[config.mk]
export PLATFORM = sky130hd
export DESIGN_NAME = sbc_bus_wake_status_regs
export DESIGN_NICKNAME = d
export VERILOG_FILES = /design/src/design/sbc_bus_wake_status_regs.v
export VERILOG_INCLUDE_DIRS = /design/src /design/src/design
export SDC_FILE = /design/constraint.sdc
export NUM_CORES = 1
export LEC_CHECK = 0
export ABC_CLOCK_PERIOD_IN_PS = 2400
export BUFFER_PORTS_ARGS = -buffer_cell sky130_fd_sc_hd__buf_4
export CAP_MARGIN = 40
export CELL_PAD_IN_SITES_DETAIL_PLACEMENT = 0
export CELL_PAD_IN_SITES_GLOBAL_PLACEMENT = 1
export CORE_ASPECT_RATIO = 2
export CORE_MARGIN = 3
export CORE_UTILIZATION = 45
export CTS_CLUSTER_SIZE = 14
export DETAILED_ROUTE_END_ITERATION = 7
export PLACE_DENSITY_LB_ADDON = 0.1
export SLEW_MARGIN = 20
export SYNTH_ARGS = -nofsm -noshare
export SYNTH_HDL_FRONTEND = slang
export SYNTH_SLANG_ARGS = --single-unit
[constraint.sdc]
create_clock -name REF_CLK_IN -period 2.4 [get_ports REF_CLK_IN]
set_clock_uncertainty 0.2 [all_clocks]
set_input_delay 0.24 -clock REF_CLK_IN [delete_from_list [all_inputs] [get_ports REF_CLK_IN]]
set_output_delay 0.24 -clock REF_CLK_IN [all_outputs]
set_load 0.02 [all_outputs]
[src/design/sbc_status_defs.vh]
// Register offsets, field positions, reset values and timing counts of the status bank
`ifndef SBC_STATUS_DEFS_VH
`define SBC_STATUS_DEFS_VH
`define OFS_DEVICE_INFO 7'h43
`define OFS_XCVR_FAULT 7'h44
`define OFS_LIN2_FAULT 7'h45
`define OFS_WAKE_SRC 7'h46
`define OFS_GPIO_WAKE 7'h47
`define RESET_VALUE 8'h00
`define PRIOR_CLEARED 2'h0
`define PRIOR_FAILURE 2'h1
`define PRIOR_SLEEP 2'h2
`define FAULT_NONE 2'h0
`define FAULT_THERMAL 2'h1
`define FAULT_TXD_DOM 2'h2
`define FAULT_BUS_DOM 2'h3
`define LIN_FAULT_MSB 6
`define CAN_FAULT_MSB 2
`define LIN2_FAULT_MSB 2
`define CAN_UV_BIT 0
`define GPIO2_WAKE_BIT 5
`define GPIO1_WAKE_BIT 4
`define WD_COUNT_MAX 2'h2
`define CLK_PERIOD_NS 50
`define TX_ENABLE_TIME_NS 10000
`define TX_ENABLE_CYCLES ((`TX_ENABLE_TIME_NS + `CLK_PERIOD_NS - 1) / `CLK_PERIOD_NS)
`endif

[src/design/sbc_bus_wake_status_regs.v]
// Status register bank: prior state, watchdog count, transceiver faults and wake flags
//
// Operation
// - Prior-state code 10 after sleep exit, 01 after failure restart or fail-safe.
// - Illegal stop-to-sleep or sleep without wake source records failure code.
// - Sleep attempt with wake flags still set still reports sleep code.
// - Watchdog failure counter clears on good trigger and when watchdog stops.
// - Counter clears on sleep or fail-safe stop unless caused by watchdog failure.
// - No other status flag clears itself; host clears them.
// - Invalid-command flag clears only by host serial command.
// - Configurations 2 and 4 freeze counter after failure until good trigger or a stop that clears the counter.
// - Configuration 0 first watchdog failure only restarts, no fail outputs or flag.
// - First LIN fault code in bits 6:5 of first bus status register.
// - CAN fault code in bits 2:1 of first bus status register.
// - CAN supply undervoltage sets bit 0 and disables CAN transmitter.
// - CAN supply comparator enabled only while upper CAN mode bit is 1.
// - Second LIN fault code in bits 2:1 of second bus status register.
// - TXD timeout recovers on TXD high, wake-capable or off.
// - Bus-dominant timeout recovers on recessive bus, wake-capable or off.
// - Supply undervoltage recovers once monitored supply is above threshold and TXD is high, the bus recessive, or the transceiver wake-capable or off.
// - After any recovery, transmit resumes only after TXD high for enable time.
// - Wake flags: bit7 LIN2, bit6 LIN1, bit5 CAN, bit4 timer, bits2:0 inputs.
// - Wake out of fail-safe also sets matching wake flag.
// - GPIO wake flags: bit 5 second GPIO, bit 4 first GPIO.
// - Reserved bits read zero.
// - Prior-state stays 00 until next restart; code 11 never produced.
`timescale 1ns/100ps
`include "sbc_status_defs.vh"
module sbc_bus_wake_status_regs #(
  parameter TX_EN_CYCLES = `TX_ENABLE_CYCLES
)(
  input wire REF_CLK_IN,
  input wire NRST_IN,
  input wire RD_STROBE_IN,
  input wire CLR_STROBE_IN,
  input wire [6:0] ADDR_IN,
  input wire [7:0] CLR_MASK_IN,
  input wire [2:0] CONFIG_SEL_IN,
  input wire RESTART_FROM_SLEEP_IN,
  input wire RESTART_FROM_FAILURE_IN,
  input wire ILLEGAL_SLEEP_IN,
  input wire WD_TRIGGER_OK_IN,
  input wire WD_TRIGGER_FAIL_IN,
  input wire WD_STOP_IN,
  input wire WD_STOP_BY_WATCHDOG_FAILURE_COUNT_IN,
  input wire BAD_COMMAND_IN,
  input wire [2:0] CAN_EVT_IN,
  input wire [2:0] LIN1_EVT_IN,
  input wire [2:0] LIN2_EVT_IN,
  input wire CAN_MODE_HI_IN,
  input wire CAN_SUPPLY_LOW_IN,
  input wire LIN1_SUPPLY_LOW_IN,
  input wire LIN2_SUPPLY_LOW_IN,
  input wire [2:0] TXD_HIGH_IN,
  input wire [2:0] BUS_RECESSIVE_IN,
  input wire [2:0] XCVR_ACTIVE_IN,
  input wire [7:0] WAKE_EVT_IN,
  input wire [1:0] GPIO_WAKE_EVT_IN,
  output reg [7:0] RD_DATA_OUT,
  output reg [2:0] TX_ENABLE_OUT,
  output reg FAIL_OUTPUT_PINS_OUT,
  output reg FORCE_RESTART_OUT
);

  // Index of the three transceivers
  localparam CAN = 0;
  localparam LIN1 = 1;
  localparam LIN2 = 2;
  localparam CW = 16;

  // Pin-domain inputs: two flops each
  reg [2:0] txd_s1, txd_s2, rec_s1, rec_s2, act_s1, act_s2, uv_s1, uv_s2;
  reg [1:0] prior_state_code;
  reg [1:0] watchdog_failure_count;
  reg wd_frozen;
  reg bad_command_flag;
  reg failure_flag;
  reg [1:0] first_lin_fault_code;
  reg [1:0] can_fault_code;
  reg [1:0] second_lin_fault_code;
  reg can_supply_low_flag;
  reg [7:0] wake_source_flags;
  reg [1:0] gpio_wake_flags;
  reg [2:0] faulted;
  reg [CW-1:0] txd_cnt0, txd_cnt1, txd_cnt2;
  reg [7:0] next_rd_data;
  wire [2:0] uv_now;
  wire [2:0] clr_hit;
  wire [2:0] recover;
  wire watchdog_failure_count_take;
  wire first_cfg0_fail;

  // Fault code from an event vector: thermal, TXD, bus dominant
  function [1:0] fault_code;
    input [2:0] evt;
    begin
      if (evt[0])
        fault_code = `FAULT_THERMAL;
      else if (evt[1])
        fault_code = `FAULT_TXD_DOM;
      else if (evt[2])
        fault_code = `FAULT_BUS_DOM;
      else
        fault_code = `FAULT_NONE;
    end
  endfunction

  // Host clear of a register with mask
  function hit;
    input [6:0] ofs;
    begin
      hit = CLR_STROBE_IN && (ADDR_IN == ofs);
    end
  endfunction

  // Counter has covered the transmitter enable time
  function at_limit;
    input [CW-1:0] cnt;
    begin
      at_limit = (cnt == TX_EN_CYCLES[CW-1:0]);
    end
  endfunction

  // Enable-time counter step: restart when blocked, hold at limit
  function [CW-1:0] count_step;
    input [CW-1:0] cnt;
    input blocked;
    begin
      if (blocked)
        count_step = {CW{1'b0}};
      else if (at_limit(cnt))
        count_step = cnt;
      else
        count_step = cnt + 1'b1;
    end
  endfunction

  always @(posedge REF_CLK_IN or negedge NRST_IN)
  begin
    if (!NRST_IN)
    begin
      txd_s1 <= 3'h0;
      txd_s2 <= 3'h0;
      rec_s1 <= 3'h0;
      rec_s2 <= 3'h0;
      act_s1 <= 3'h0;
      act_s2 <= 3'h0;
      uv_s1 <= 3'h0;
      uv_s2 <= 3'h0;
    end
    else
    begin
      txd_s1 <= TXD_HIGH_IN;
      txd_s2 <= txd_s1;
      rec_s1 <= BUS_RECESSIVE_IN;
      rec_s2 <= rec_s1;
      act_s1 <= XCVR_ACTIVE_IN;
      act_s2 <= act_s1;
      uv_s1 <= {LIN2_SUPPLY_LOW_IN, LIN1_SUPPLY_LOW_IN, CAN_SUPPLY_LOW_IN};
      uv_s2 <= uv_s1;
    end
  end

  assign uv_now = {uv_s2[2], uv_s2[1], uv_s2[0] & CAN_MODE_HI_IN};

  assign recover = (txd_s2 | rec_s2 | ~act_s2) & ~uv_now;

  assign clr_hit = {hit(`OFS_LIN2_FAULT), hit(`OFS_XCVR_FAULT), hit(`OFS_DEVICE_INFO)};

  // Failure taken only when no good trigger and count not frozen
  assign watchdog_failure_count_take = WD_TRIGGER_FAIL_IN && !WD_TRIGGER_OK_IN && !wd_frozen;
  // Configuration 0 first failure: restart only
  assign first_cfg0_fail = watchdog_failure_count_take && (CONFIG_SEL_IN == 3'h0) && (watchdog_failure_count == 2'h0);

  // Prior state, watchdog and command flags
  always @(posedge REF_CLK_IN or negedge NRST_IN)
  begin
    if (!NRST_IN)
    begin
      prior_state_code <= `PRIOR_CLEARED;
      watchdog_failure_count <= 2'h0;
      wd_frozen <= 1'b0;
      bad_command_flag <= 1'b0;
      failure_flag <= 1'b0;
      FAIL_OUTPUT_PINS_OUT <= 1'b0;
      FORCE_RESTART_OUT <= 1'b0;
    end
    else
    begin
      FORCE_RESTART_OUT <= 1'b0;
      if (RESTART_FROM_FAILURE_IN || ILLEGAL_SLEEP_IN)
        prior_state_code <= `PRIOR_FAILURE;
      // sleep code, even with wake flags set
      else if (RESTART_FROM_SLEEP_IN)
        prior_state_code <= `PRIOR_SLEEP;
      else if (clr_hit[0] && CLR_MASK_IN[7])
        prior_state_code <= `PRIOR_CLEARED;
      if (BAD_COMMAND_IN)
        bad_command_flag <= 1'b1;
      else if (clr_hit[0] && CLR_MASK_IN[1])
        bad_command_flag <= 1'b0;
      if (WD_TRIGGER_OK_IN)
      begin
        watchdog_failure_count <= 2'h0;
        wd_frozen <= 1'b0;
      end
      else if (watchdog_failure_count_take)
      begin
        // freeze in configurations 2 and 4
        wd_frozen <= (CONFIG_SEL_IN == 3'h2) || (CONFIG_SEL_IN == 3'h4);
        if (watchdog_failure_count != `WD_COUNT_MAX)
          watchdog_failure_count <= watchdog_failure_count + 2'h1;
        // configuration 0 first failure restarts only
        if (first_cfg0_fail)
          FORCE_RESTART_OUT <= 1'b1;
        else
        begin
          failure_flag <= 1'b1;
          FAIL_OUTPUT_PINS_OUT <= 1'b1;
        end
      end
      // stop clears unless watchdog caused it
      else if (WD_STOP_IN && !WD_STOP_BY_WATCHDOG_FAILURE_COUNT_IN)
      begin
        watchdog_failure_count <= 2'h0;
        wd_frozen <= 1'b0;
      end
      // failure flag cleared only by host, set wins
      if (clr_hit[0] && CLR_MASK_IN[0] && !(watchdog_failure_count_take && !first_cfg0_fail))
        failure_flag <= 1'b0;
    end
  end

  // Transceiver faults and transmitter enable
  always @(posedge REF_CLK_IN or negedge NRST_IN)
  begin
    if (!NRST_IN)
    begin
      first_lin_fault_code <= `FAULT_NONE;
      can_fault_code <= `FAULT_NONE;
      second_lin_fault_code <= `FAULT_NONE;
      can_supply_low_flag <= 1'b0;
      faulted <= 3'h0;
      txd_cnt0 <= {CW{1'b0}};
      txd_cnt1 <= {CW{1'b0}};
      txd_cnt2 <= {CW{1'b0}};
      TX_ENABLE_OUT <= 3'h0;
    end
    else
    begin
      // CAN code, set wins over clear
      if (|CAN_EVT_IN)
        can_fault_code <= fault_code(CAN_EVT_IN);
      else if (clr_hit[1] && CLR_MASK_IN[2])
        can_fault_code <= `FAULT_NONE;
      if (|LIN1_EVT_IN)
        first_lin_fault_code <= fault_code(LIN1_EVT_IN);
      else if (clr_hit[1] && CLR_MASK_IN[6])
        first_lin_fault_code <= `FAULT_NONE;
      if (|LIN2_EVT_IN)
        second_lin_fault_code <= fault_code(LIN2_EVT_IN);
      else if (clr_hit[2] && CLR_MASK_IN[2])
        second_lin_fault_code <= `FAULT_NONE;
      if (uv_now[CAN])
        can_supply_low_flag <= 1'b1;
      else if (clr_hit[1] && CLR_MASK_IN[`CAN_UV_BIT])
        can_supply_low_flag <= 1'b0;
      faulted[CAN] <= (|CAN_EVT_IN) | uv_now[CAN] | (faulted[CAN] & ~recover[CAN]);
      faulted[LIN1] <= (|LIN1_EVT_IN) | uv_now[LIN1] | (faulted[LIN1] & ~recover[LIN1]);
      faulted[LIN2] <= (|LIN2_EVT_IN) | uv_now[LIN2] | (faulted[LIN2] & ~recover[LIN2]);
      // TXD high for enable time before transmit
      txd_cnt0 <= count_step(txd_cnt0, faulted[CAN] || !txd_s2[CAN]);
      txd_cnt1 <= count_step(txd_cnt1, faulted[LIN1] || !txd_s2[LIN1]);
      txd_cnt2 <= count_step(txd_cnt2, faulted[LIN2] || !txd_s2[LIN2]);
      TX_ENABLE_OUT[CAN] <= ~uv_now[CAN] & ~faulted[CAN] & (at_limit(txd_cnt0) | TX_ENABLE_OUT[CAN]);
      TX_ENABLE_OUT[LIN1] <= ~faulted[LIN1] & (at_limit(txd_cnt1) | TX_ENABLE_OUT[LIN1]);
      TX_ENABLE_OUT[LIN2] <= ~faulted[LIN2] & (at_limit(txd_cnt2) | TX_ENABLE_OUT[LIN2]);
    end
  end

  // Wake flags: clear on read, new events kept
  always @(posedge REF_CLK_IN or negedge NRST_IN)
  begin
    if (!NRST_IN)
    begin
      wake_source_flags <= `RESET_VALUE;
      gpio_wake_flags <= 2'h0;
    end
    else
    begin
      // wake source latch, includes fail-safe wakes, set wins
      if (RD_STROBE_IN && ADDR_IN == `OFS_WAKE_SRC)
        wake_source_flags <= WAKE_EVT_IN & 8'hf7;
      else
        wake_source_flags <= (wake_source_flags | WAKE_EVT_IN) & 8'hf7;
      if (RD_STROBE_IN && ADDR_IN == `OFS_GPIO_WAKE)
        gpio_wake_flags <= GPIO_WAKE_EVT_IN;
      else
        gpio_wake_flags <= gpio_wake_flags | GPIO_WAKE_EVT_IN;
    end
  end

  always @*
  begin
    next_rd_data = 8'h00;
    case (ADDR_IN)
      `OFS_DEVICE_INFO:
        next_rd_data = {prior_state_code, 2'h0, watchdog_failure_count, bad_command_flag, failure_flag};
      `OFS_XCVR_FAULT:
        next_rd_data = {1'b0, first_lin_fault_code, 2'h0, can_fault_code, can_supply_low_flag};
      `OFS_LIN2_FAULT:
        next_rd_data = {5'h00, second_lin_fault_code, 1'b0};
      `OFS_WAKE_SRC:
        next_rd_data = wake_source_flags;
      `OFS_GPIO_WAKE:
        next_rd_data = {2'h0, gpio_wake_flags, 4'h0};
      default:
        next_rd_data = 8'h00;
    endcase
  end

  always @(posedge REF_CLK_IN or negedge NRST_IN)
  begin
    if (!NRST_IN)
      RD_DATA_OUT <= `RESET_VALUE;
    else if (RD_STROBE_IN)
      RD_DATA_OUT <= next_rd_data;
  end

endmodule

# After elaboration in Yosys (flattened, before gate mapping)
# Index checks and enable logic that the tools add are counted.
[totals] reg_bits=112 input_bits=62 out_inout_bits=13 word_cells=174
[op_classes] add_sub_neg=4 eq_ne=17 mux=45 bitwise_logic=33 reduce_logical=48
[ops] op="$mux W16" count=6
[ops] op="$add A16 B1 Y16 const B" count=3
[ops] op="$eq A16 B8 Y1 const B" count=3
[ops] op="$mux W2" count=23
[ops] op="$pmux W8 S5" count=1
[ops] op="$eq A7 B7 Y1 const B" count=5
[ops] op="$logic_and A1 B1 Y1" count=19
[ops] op="$mux W1" count=14
[ops] op="$reduce_bool A2 Y1" count=6
[ops] op="$not A1 Y1" count=9
[ops] op="$or A1 B1 Y1" count=9
[ops] op="$reduce_or A3 Y1" count=3
[ops] op="$and A1 B1 Y1" count=8
[ops] op="$logic_not A1 Y1" count=8
[ops] op="$mux W8" count=1
[ops] op="$ne A2 B2 Y1 const B" count=4
[ops] op="$or A8 B8 Y8" count=1
[ops] op="$not A3 Y3" count=2
[ops] op="$or A3 B3 Y3" count=2
[ops] op="$reduce_and A3 Y1" count=2
[ops] op="$reduce_bool A3 Y1" count=2
[ops] op="$logic_or A1 B1 Y1" count=5
[ops] op="$ne A2 B1 Y1 const B" count=2
[ops] op="$and A3 B3 Y3" count=1
[ops] op="other kinds (8)" count=8

# Longest topological paths before layout
# Gate-level depths: netlist (run 1).
[depth] word_depth=11 ltp_mapped=6 ltp_nobuf=6

# Least setup slack after synthesis (run 1)
# No wires, ideal clock.
[synth_timing] path_type="register to register" from="register txd_cnt0[0]" to="register txd_cnt0[12]" setup_ns=0.083 arrival_time_ns=1.393 required_ns=2.117 slack_ns=0.724 path_stages_with_launch=6 path_buffers=0 synth_period_minus_slack_ns=1.676 cell_sequence="dfrtp_1 > ha_1 > and4_1 > nand3_1 > or4_1 > o21ai_0"
[synth_via] elab_chain_cells=3 word_cells_on_any_way=5 classes_between="add/sub: 1; eq/ne: 2; mux: 2"
[synth_lines] element="start, declared" line_no="sbc_bus_wake_status_regs.v:85" rtl="reg [CW-1:0] txd_cnt0, txd_cnt1, txd_cnt2;"
[synth_lines] element="start signal, assigned" line_no="sbc_bus_wake_status_regs.v:244" rtl="txd_cnt0 <= {CW{1'b0}};"
[synth_lines] element="start signal, assigned" line_no="sbc_bus_wake_status_regs.v:272" rtl="txd_cnt0 <= count_step(txd_cnt0, faulted[CAN] || !txd_s2[CAN]);"
[synth_lines] element="$add A16 B1 Y16" line_no="sbc_bus_wake_status_regs.v:134" rtl="count_step = cnt + 1'b1;"
[synth_lines] element="$mux W16" line_no="sbc_bus_wake_status_regs.v:131" rtl="else if (at_limit(cnt))"
[synth_lines] element="$mux W16" line_no="sbc_bus_wake_status_regs.v:129" rtl="if (blocked)"
# Several ways; a longest one is shown, not always the timed one. The select of a mux whose other input is x is not followed.
# A chain may end at the register's enable or synchronous reset.

# Worst setup path after layout (run 1)
[layout_timing] from="input WD_TRIGGER_OK_IN" to="register wd_frozen"
[layout_via] elab_chain_cells=5 word_cells_on_any_way=6 classes_between="mux: 2; reduce/logical: 4"
[layout_lines] element="start, declared" line_no="sbc_bus_wake_status_regs.v:42" rtl="input wire WD_TRIGGER_OK_IN,"
[layout_lines] element="$logic_not A1 Y1" line_no="sbc_bus_wake_status_regs.v:171" rtl="assign watchdog_failure_count_take = WD_TRIGGER_FAIL_IN && !WD_TRIGGER_OK_IN && !wd_frozen;"
[layout_lines] element="$logic_and A1 B1 Y1 (2 in series)" line_no="sbc_bus_wake_status_regs.v:171"
[layout_lines] element="$mux W1" line_no="sbc_bus_wake_status_regs.v:207" rtl="else if (watchdog_failure_count_take)"
[layout_lines] element="$mux W1" line_no="sbc_bus_wake_status_regs.v:202" rtl="if (WD_TRIGGER_OK_IN)"
[layout_lines] element="end signal, assigned" line_no="sbc_bus_wake_status_regs.v:210" rtl="wd_frozen <= (CONFIG_SEL_IN == 3'h2) || (CONFIG_SEL_IN == 3'h4);"
[layout_lines] element="end, declared" line_no="sbc_bus_wake_status_regs.v:75" rtl="reg wd_frozen;"
# Several ways; a longest one is shown, not always the timed one.

==> flow_summary.yaml, run 1 <==
synthesis:
  yosysUniqueCellTypes: 57
  synth_edf_count: 0
  async_reset_ff_share_pct: 100
  synth_flop_cell: "dfrtp_1"
  netlist_area_mm2: 0.00492
  synth_seq_area_share_pct: 56.4
  synth_area_per_cell_um2: 11.1
  ys_seq_elements: 111
  synth_fp_nets: 515
  synth.yosys.warnings: 0
  synth_cells: 445
global_routing:
  antenna_found_initial: 0
  grt_pass1_vias: 4046
  grtUsageTotal_pct: 19.7
  grt_pass1_wl_um: 19100
  grt_remaining_overflow: 0
  grt_start_max_net_pins: 46
pwr:
  p_leak_nw: 2.72
  vdd_drop_max_v: 0.000398
  power.total_w: 0.00376
  internal_power_w: 0.00290
  clock_power_share_pct: 41.2
  p_sw_w: 0.000862
  p_seq_share_pct: 51.2
  netSwitchingFraction_pct: 22.9
  combPwrFrac_pct: 7.6
  power_density_mw_per_mm2: 586
clock_tree:
  clk_latency_ps: 340
  cts.sink_count: 111
  numCtsBuffers: 9
  ctsHoldBuffers: 49
  clk_pin_slew_ps: 70
  h-tree-depth: 3
  cts_setup_buffers: 0
  ctsLongestPathBuffers: 2
  cts_resized: 0
  cts_tree: "built"
  cts-root-buf: "clkbuf_16"
floorplan:
  placeableCoreArea_mm2: 0.0106
  rows: 53
  dieArea_mm2: 0.0123
  io_pins: 75
  start_util_pct: 46.4
  die_width_um: 80.0
  die_h_um: 154
cells_and_area:
  fin_nets: 639
  diodes: 0
  final_cell_mix: "111 x dfrtp_1, 74 x buf_4, 49 x dlygate4sd3_1"
  n_fill_cell: 913
  mostFrequentLayoutCell: "dfrtp_1"
  syn2layout_area_growth_pct: 30.2
  drive_gt1_share_pct: 17.4
route:
  drt_wl_total_um: 11200
  vias: 3811
  drtPass1Iterations: 4
  drc: 0
  vias_per_cell: 5.36
  ant_nets: 0
  wl_per_cell_um: 15.8
  drt_iter0_drc: 165
worst_setup_path:
  crit_path_end_kind: "flop"
  crit_path_top_delay_cell: "dlygate4sd3_1"
  cpMostUsedCell: "dlygate4sd3_1"
  cpPeakStageDelay_ps: 590
  crit_fanout: 5
  start_kind: "primary input"
  regToRegStartpoint: "wd_frozen"
  critical-path-top-delay-family: "buffers and inverters"
  required_ps: 2480
  critPathKind: "in2reg"
  crit_path_cell_trace: "dlygate4sd3_1, buf_4, or2_2, o32ai_1, dlygate4sd3_1"
  cp.arrival_ps: 2160
  critPathLaunch: "WD_TRIGGER_OK_IN"
  critPathBufInv: 3
min_path:
  min_from: "ADDR_IN[2]"
  hold_class: "in2reg"
placement:
  port_buffers: 70
  hpwl_um: 7980
  gp_congestion: 0.810
sta:
  fmax_ghz: 0.480
  hold_viol_final: 0
  period_minus_slack_ps: 2080
  setup_tns_ps: 0
  slew_violations: 0
  rsz0062_at_grt: "false"
  worst_pin_slew_ps: 709
  worst_slew_margin_rel_pct: 52.7
  final.period_utilization_pct: 86.9
  report.final.setup_viol: 0
flow_run:
  max_cap_violations: 0
run_status:
  outcome: "completed"
per-stage QoR:
| stage | util, % | hold WS, ps | instance area, µm² | setup WS, ps | std cells |
|---|---|---|---|---|---|
| 2_1_floorplan | - | -256 | 4920 | 724 | 445 |
| 3_3_place_gp | 52.8 | 76.1 | 5600 | 615 | 646 |
| 4_1_cts | 60.4 | 10.4 | 6410 | 399 | 711 |
| 6_report | 60.4 | 23.4 | 6410 | 315 | 711 |
| 3_5_place_dp | 52.8 | 73.3 | 5600 | 596 | 646 |
| 5_1_grt | 60.4 | 28.9 | 6410 | 213 | 711 |
worst reg2reg max path: stages, from the launching register on:
cell and delay (ps):
dfrtp_1 390, nand2b_1 190, or2_2 330, o32ai_1 300
dlygate4sd3_1 590
cells in the mapped netlist, types with 5 or more instances:
| cell type | n | area share (%) |
|---|---|---|
| ha_1 | 8 | 2.0 |
| nor3b_1 | 5 | 0.76 |
| a21o_1 | 12 | 1.8 |
| clkbuf_1 | 7 | 0.53 |
| o21ai_0 | 6 | 0.61 |
| nand2b_1 | 8 | 1.0 |
| dfrtp_1 | 111 | 56 |
| a21oi_1 | 17 | 1.7 |
| nor3_1 | 10 | 1.0 |
| nand3_1 | 17 | 1.7 |
| inv_1 | 21 | 1.6 |
| nor4_1 | 10 | 1.3 |
| nand4_1 | 19 | 2.4 |
| xor2_1 | 15 | 2.7 |
| nor2b_1 | 5 | 0.64 |
| nand2_1 | 26 | 2.0 |
| and4_1 | 6 | 1.1 |
| mux2i_1 | 6 | 1.2 |
| nor2_1 | 47 | 3.6 |
| nor4b_1 | 7 | 1.2 |
| nand3b_1 | 5 | 0.76 |
| xnor2_1 | 18 | 3.2 |
metal layers:
metal	track usage [%]	part of all wire, %
met5	0	0
met3	3.93	3.3
met4	6.53	2.2
met1	22.8	39
met2	35.3	55
power groups by stage:
| stage | clock network (W) | logic [W] | registers, W |
|---|---|---|---|
| final | 0.00155 | 0.000284 | 0.00193 |
| after CTS | 0.00160 | 0.000286 | 0.00193 |
| after floorplan | 0 | 0.0000730 | 0.00196 |
| after global routing | 0.00167 | 0.000315 | 0.00193 |
| after global placement | 0 | 0.000217 | 0.00196 |
| after detailed placement | 0 | 0.000221 | 0.00196 |
cells by family (layout without fill, tap and decap cells):
logic type,count (synthesis),after routing,share of synthesized area [%]
buf+inv,32,161,2.97
xor+xnor,33,33,5.87
flops,111,111,56.4
compound gates,67,67,9.76
fa+ha+maj,8,8,2.03
simple gates,188,188,21.7
mux,6,6,1.22
path summary, 6_finish.rpt:
path,endpoint,slack (ps),cells past startpoint
setup / recovery,wd_frozen,320,5
hold / removal,RD_DATA_OUT[5],20,2
setup reg to reg,wd_frozen,340,4
hold reg to reg,rec_s2[1],150,0
max in group asynchronous,can_supply_low_flag,1040,3
min in group asynchronous,txd_cnt1[14],240,2
final cells by class:
class / instances / area (µm²) / share of cell area [%]
Clock inverter: 7 / 91.3 / 1.42
Clock buffer: 9 / 225 / 3.51
Inverter: 21 / 78.8 / 1.23
Timing Repair Buffer: 124 / 1070 / 16.6
Multi-Input combinational cell: 302 / 2000 / 31.2
Sequential cell: 111 / 2780 / 43.3
Tap cell: 137 / 171 / 2.67
state kept, by name, summed over array words and instances, names as in the netlist, 3 cells and up:
signal and cells:
uv_s2 3, faulted 3, txd_s1 3, TX_ENABLE_OUT 3
rec_s1 3, rec_s2 3, uv_s1 3, txd_cnt2 16
act_s2 3, wake_source_flags 7, txd_cnt1 16, act_s1 3
txd_s2 3, txd_cnt0 16, RD_DATA_OUT 8
No activity file was read; power rests on OpenSTA's default activity.
==> run 2: changes to the inputs <==
--- a/config.mk
+++ b/config.mk
@@ -6,6 +6,7 @@
 export SDC_FILE = /design/constraint.sdc
 export NUM_CORES = 1
 export LEC_CHECK = 0
+export ABC_AREA = 1
 export ABC_CLOCK_PERIOD_IN_PS = 2400
 export BUFFER_PORTS_ARGS = -buffer_cell sky130_fd_sc_hd__buf_4
 export CAP_MARGIN = 40
@@ -13,7 +14,7 @@
 export CELL_PAD_IN_SITES_GLOBAL_PLACEMENT = 1
 export CORE_ASPECT_RATIO = 2
 export CORE_MARGIN = 3
-export CORE_UTILIZATION = 45
+export CORE_UTILIZATION = 40
 export CTS_CLUSTER_SIZE = 14
 export DETAILED_ROUTE_END_ITERATION = 7
 export PLACE_DENSITY_LB_ADDON = 0.1
==> run 2 against run 1 <==
Worst hold slack worse by 16 ps. Largest power group unchanged. Sequential cell count unchanged. Setup slack worse by 150 ps.
==> flow_summary.yaml, run 2 <==
clock_tree:
  h-tree-depth: 3
  cts_setup_buffers: 0
  clk_latency_ps: 350
  cts.sink_count: 111
  clk_pin_slew_ps: 80
  cts-root-buf: "clkbuf_16"
  cts_resized: 0
  ctsHoldBuffers: 48
  ctsLongestPathBuffers: 2
  numCtsBuffers: 9
  cts_tree: "built"
global_routing:
  grt_pass1_vias: 4670
  grt_start_max_net_pins: 47
  grt_use_met2_pct: 34.5
  grt_util_met3_pct: 2.22
  grt.met1_usage_pct: 20.7
  grt-busiest-layer: "met2"
  grtUsageTotal_pct: 18.5
  grt_remaining_overflow: 0
  grt_pass1_wl_um: 21200
  antenna_found_initial: 0
synthesis:
  netlist_area_mm2: 0.00521
  synth.yosys.warnings: 0
  synth_cells: 621
  synth_area_per_cell_um2: 8.39
  synth_flop_cell: "dfrtp_1"
  synth_seq_area_share_pct: 53.3
  synthTopCellsByArea: "dfrtp_1 53%, nand2_1 10%, inv_1 5.8%"
  async_reset_ff_share_pct: 100
  synth_fp_nets: 691
  ys_seq_elements: 111
  yosysUniqueCellTypes: 34
  yosysMostFrequentCell: "nand2_1"
  yosysTopAreaCell: "dfrtp_1"
  synth_edf_count: 0
  synth_top_area_share_pct: 53.3
  synth_commonest_cells: "141 x nand2_1, 111 x dfrtp_1, 81 x inv_1, 81 x nor2_1, 58 x nand3_1"
floorplan:
  io_pins: 75
  rows: 58
  die_width_um: 86.7
  dieArea_mm2: 0.0145
  placeableCoreArea_mm2: 0.0126
  start_util_pct: 41.2
  die_h_um: 167
sta:
  worst_slew_margin_rel_pct: 67.4
  hold_viol_final: 0
  slew_violations: 0
  worst_pin_slew_ps: 490
  fmax_ghz: 0.448
  period_minus_slack_ps: 2230
  rsz0062_at_grt: "false"
  setup_tns_ps: 0
  report.final.setup_viol: 0
  final.setup.worst_slack_ps: 167
  final.period_utilization_pct: 93.0
worst_setup_path:
  crit_path_end_kind: "flop"
  cp.arrival_ps: 2270
  start_kind: "primary input"
  required_ps: 2430
  r2r_cells: 8
  critPathKind: "in2reg"
  crit_fanout: 3
cells_and_area:
  mostFrequentLayoutCell: "nand2_1"
  fin_nets: 821
  drive_gt1_share_pct: 16.4
  diodes: 0
  final_cell_mix: "141 x nand2_1, 111 x dfrtp_1, 81 x inv_1, 81 x nor2_1, 75 x buf_4"
  syn2layout_area_growth_pct: 29.1
  final-instance-count-excl-fill: 906
  reg_top3: "txd_cnt0: 16 flops, txd_cnt1: 16 flops, txd_cnt2: 16 flops"
  fin_util_pct: 53.2
run_status:
  outcome: "completed"
flow_run:
  max_cap_violations: 0
min_path:
  hold_class: "in2reg"
  whs_path_depth: 4
route:
  drc: 0
  vias: 4487
  ant_nets: 0
  wl_per_cell_um: 13.6
  drt_iter0_drc: 138
  drtPass1Iterations: 6
  drt_wl_total_um: 12400
  vias_per_cell: 4.95
pwr:
  power.total_w: 0.00370
  power_density_mw_per_mm2: 551
  p_leak_nw: 3.16
  vdd_drop_max_v: 0.000412
placement:
  place_ws_ps: 786
  hpwl_um: 9520
  gp_congestion: 0.802
  port_buffers: 70
  dpl.cell_count: 842
[run 2: changes by cell type in the layout (fill, tap and decap cells not counted), moves of 7 or more]
cell | previous run | this run
xnor2_1 | 18 | 0
nand3_1 | 17 | 58
inv_1 | 21 | 81
nand2b_1 | 8 | 0
a21o_1 | 12 | 1
nand2_2 | 0 | 9
xor2_1 | 15 | 4
nand2_1 | 26 | 141
nor4_1 | 10 | 1
nor4b_1 | 7 | 0
o21ai_0 | 6 | 20
nor2_1 | 47 | 81
o21bai_1 | 3 | 10
[run 2: logic make-up after synthesis]
| kind of cell | count (synthesis) | share of synthesized area (%) |
|---|---|---|
| simple gates | 344 | 30.2 |
| buf+inv | 88 | 6.73 |
| xor+xnor | 4 | 0.673 |
| compound gates | 66 | 7.16 |
| flops | 111 | 53.3 |
| fa+ha+maj | 8 | 1.92 |
[run 2: power breakdown]
part | internal (W) | switching [W]
Combinational | 0.000150 | 0.000139
Clock | 0.000742 | 0.000747
Sequential | 0.00191 | 0.0000188
[run 2: worst paths after layout]
check	from	endpoint	slack (ps)
max in group asynchronous	NRST_IN	txd_cnt0[6]	1120
min in group asynchronous	NRST_IN	txd_cnt2[10]	190
min	CLR_MASK_IN[0]	failure_flag	8
max reg2reg	txd_cnt1[1]	txd_cnt1[10]	790
min reg2reg	act_s1[1]	act_s2[1]	150
max	LIN1_EVT_IN[2]	first_lin_fault_code[0]	170
[run 2: cell type report]
class                           instances  area, µm²
Clock inverter                          7       77.6
Sequential cell                       111       2780
Inverter                               83        312
Tap cell                              150        188
Clock buffer                            9        225
Multi-Input combinational cell        422       2080
Timing Repair Buffer                  124       1060
Fill cell                            1282       5900
[run 2: worst max-delay path: stages]
cell and delay (ps):
dlygate4sd3_1 540, buf_4 140, a21oi_1 160, dlygate4sd3_1 580
nand2_1 50, dlygate4sd3_1 550
[run 2: layer usage]
layer	routed length, µm	vias to the layer above
li1	-	2252
met1	4660	2133
met2	7050	79
met3	321	23
met4	327	0
met5	0	-
[run 2: stage by stage]
step	hold slack, ps	cell area (µm²)
floorplan	-256	5210
global placement	36.5	5940
detailed placement	36.7	5940
CTS	8.38	6720
global route	38.4	6720
finish	7.84	6720
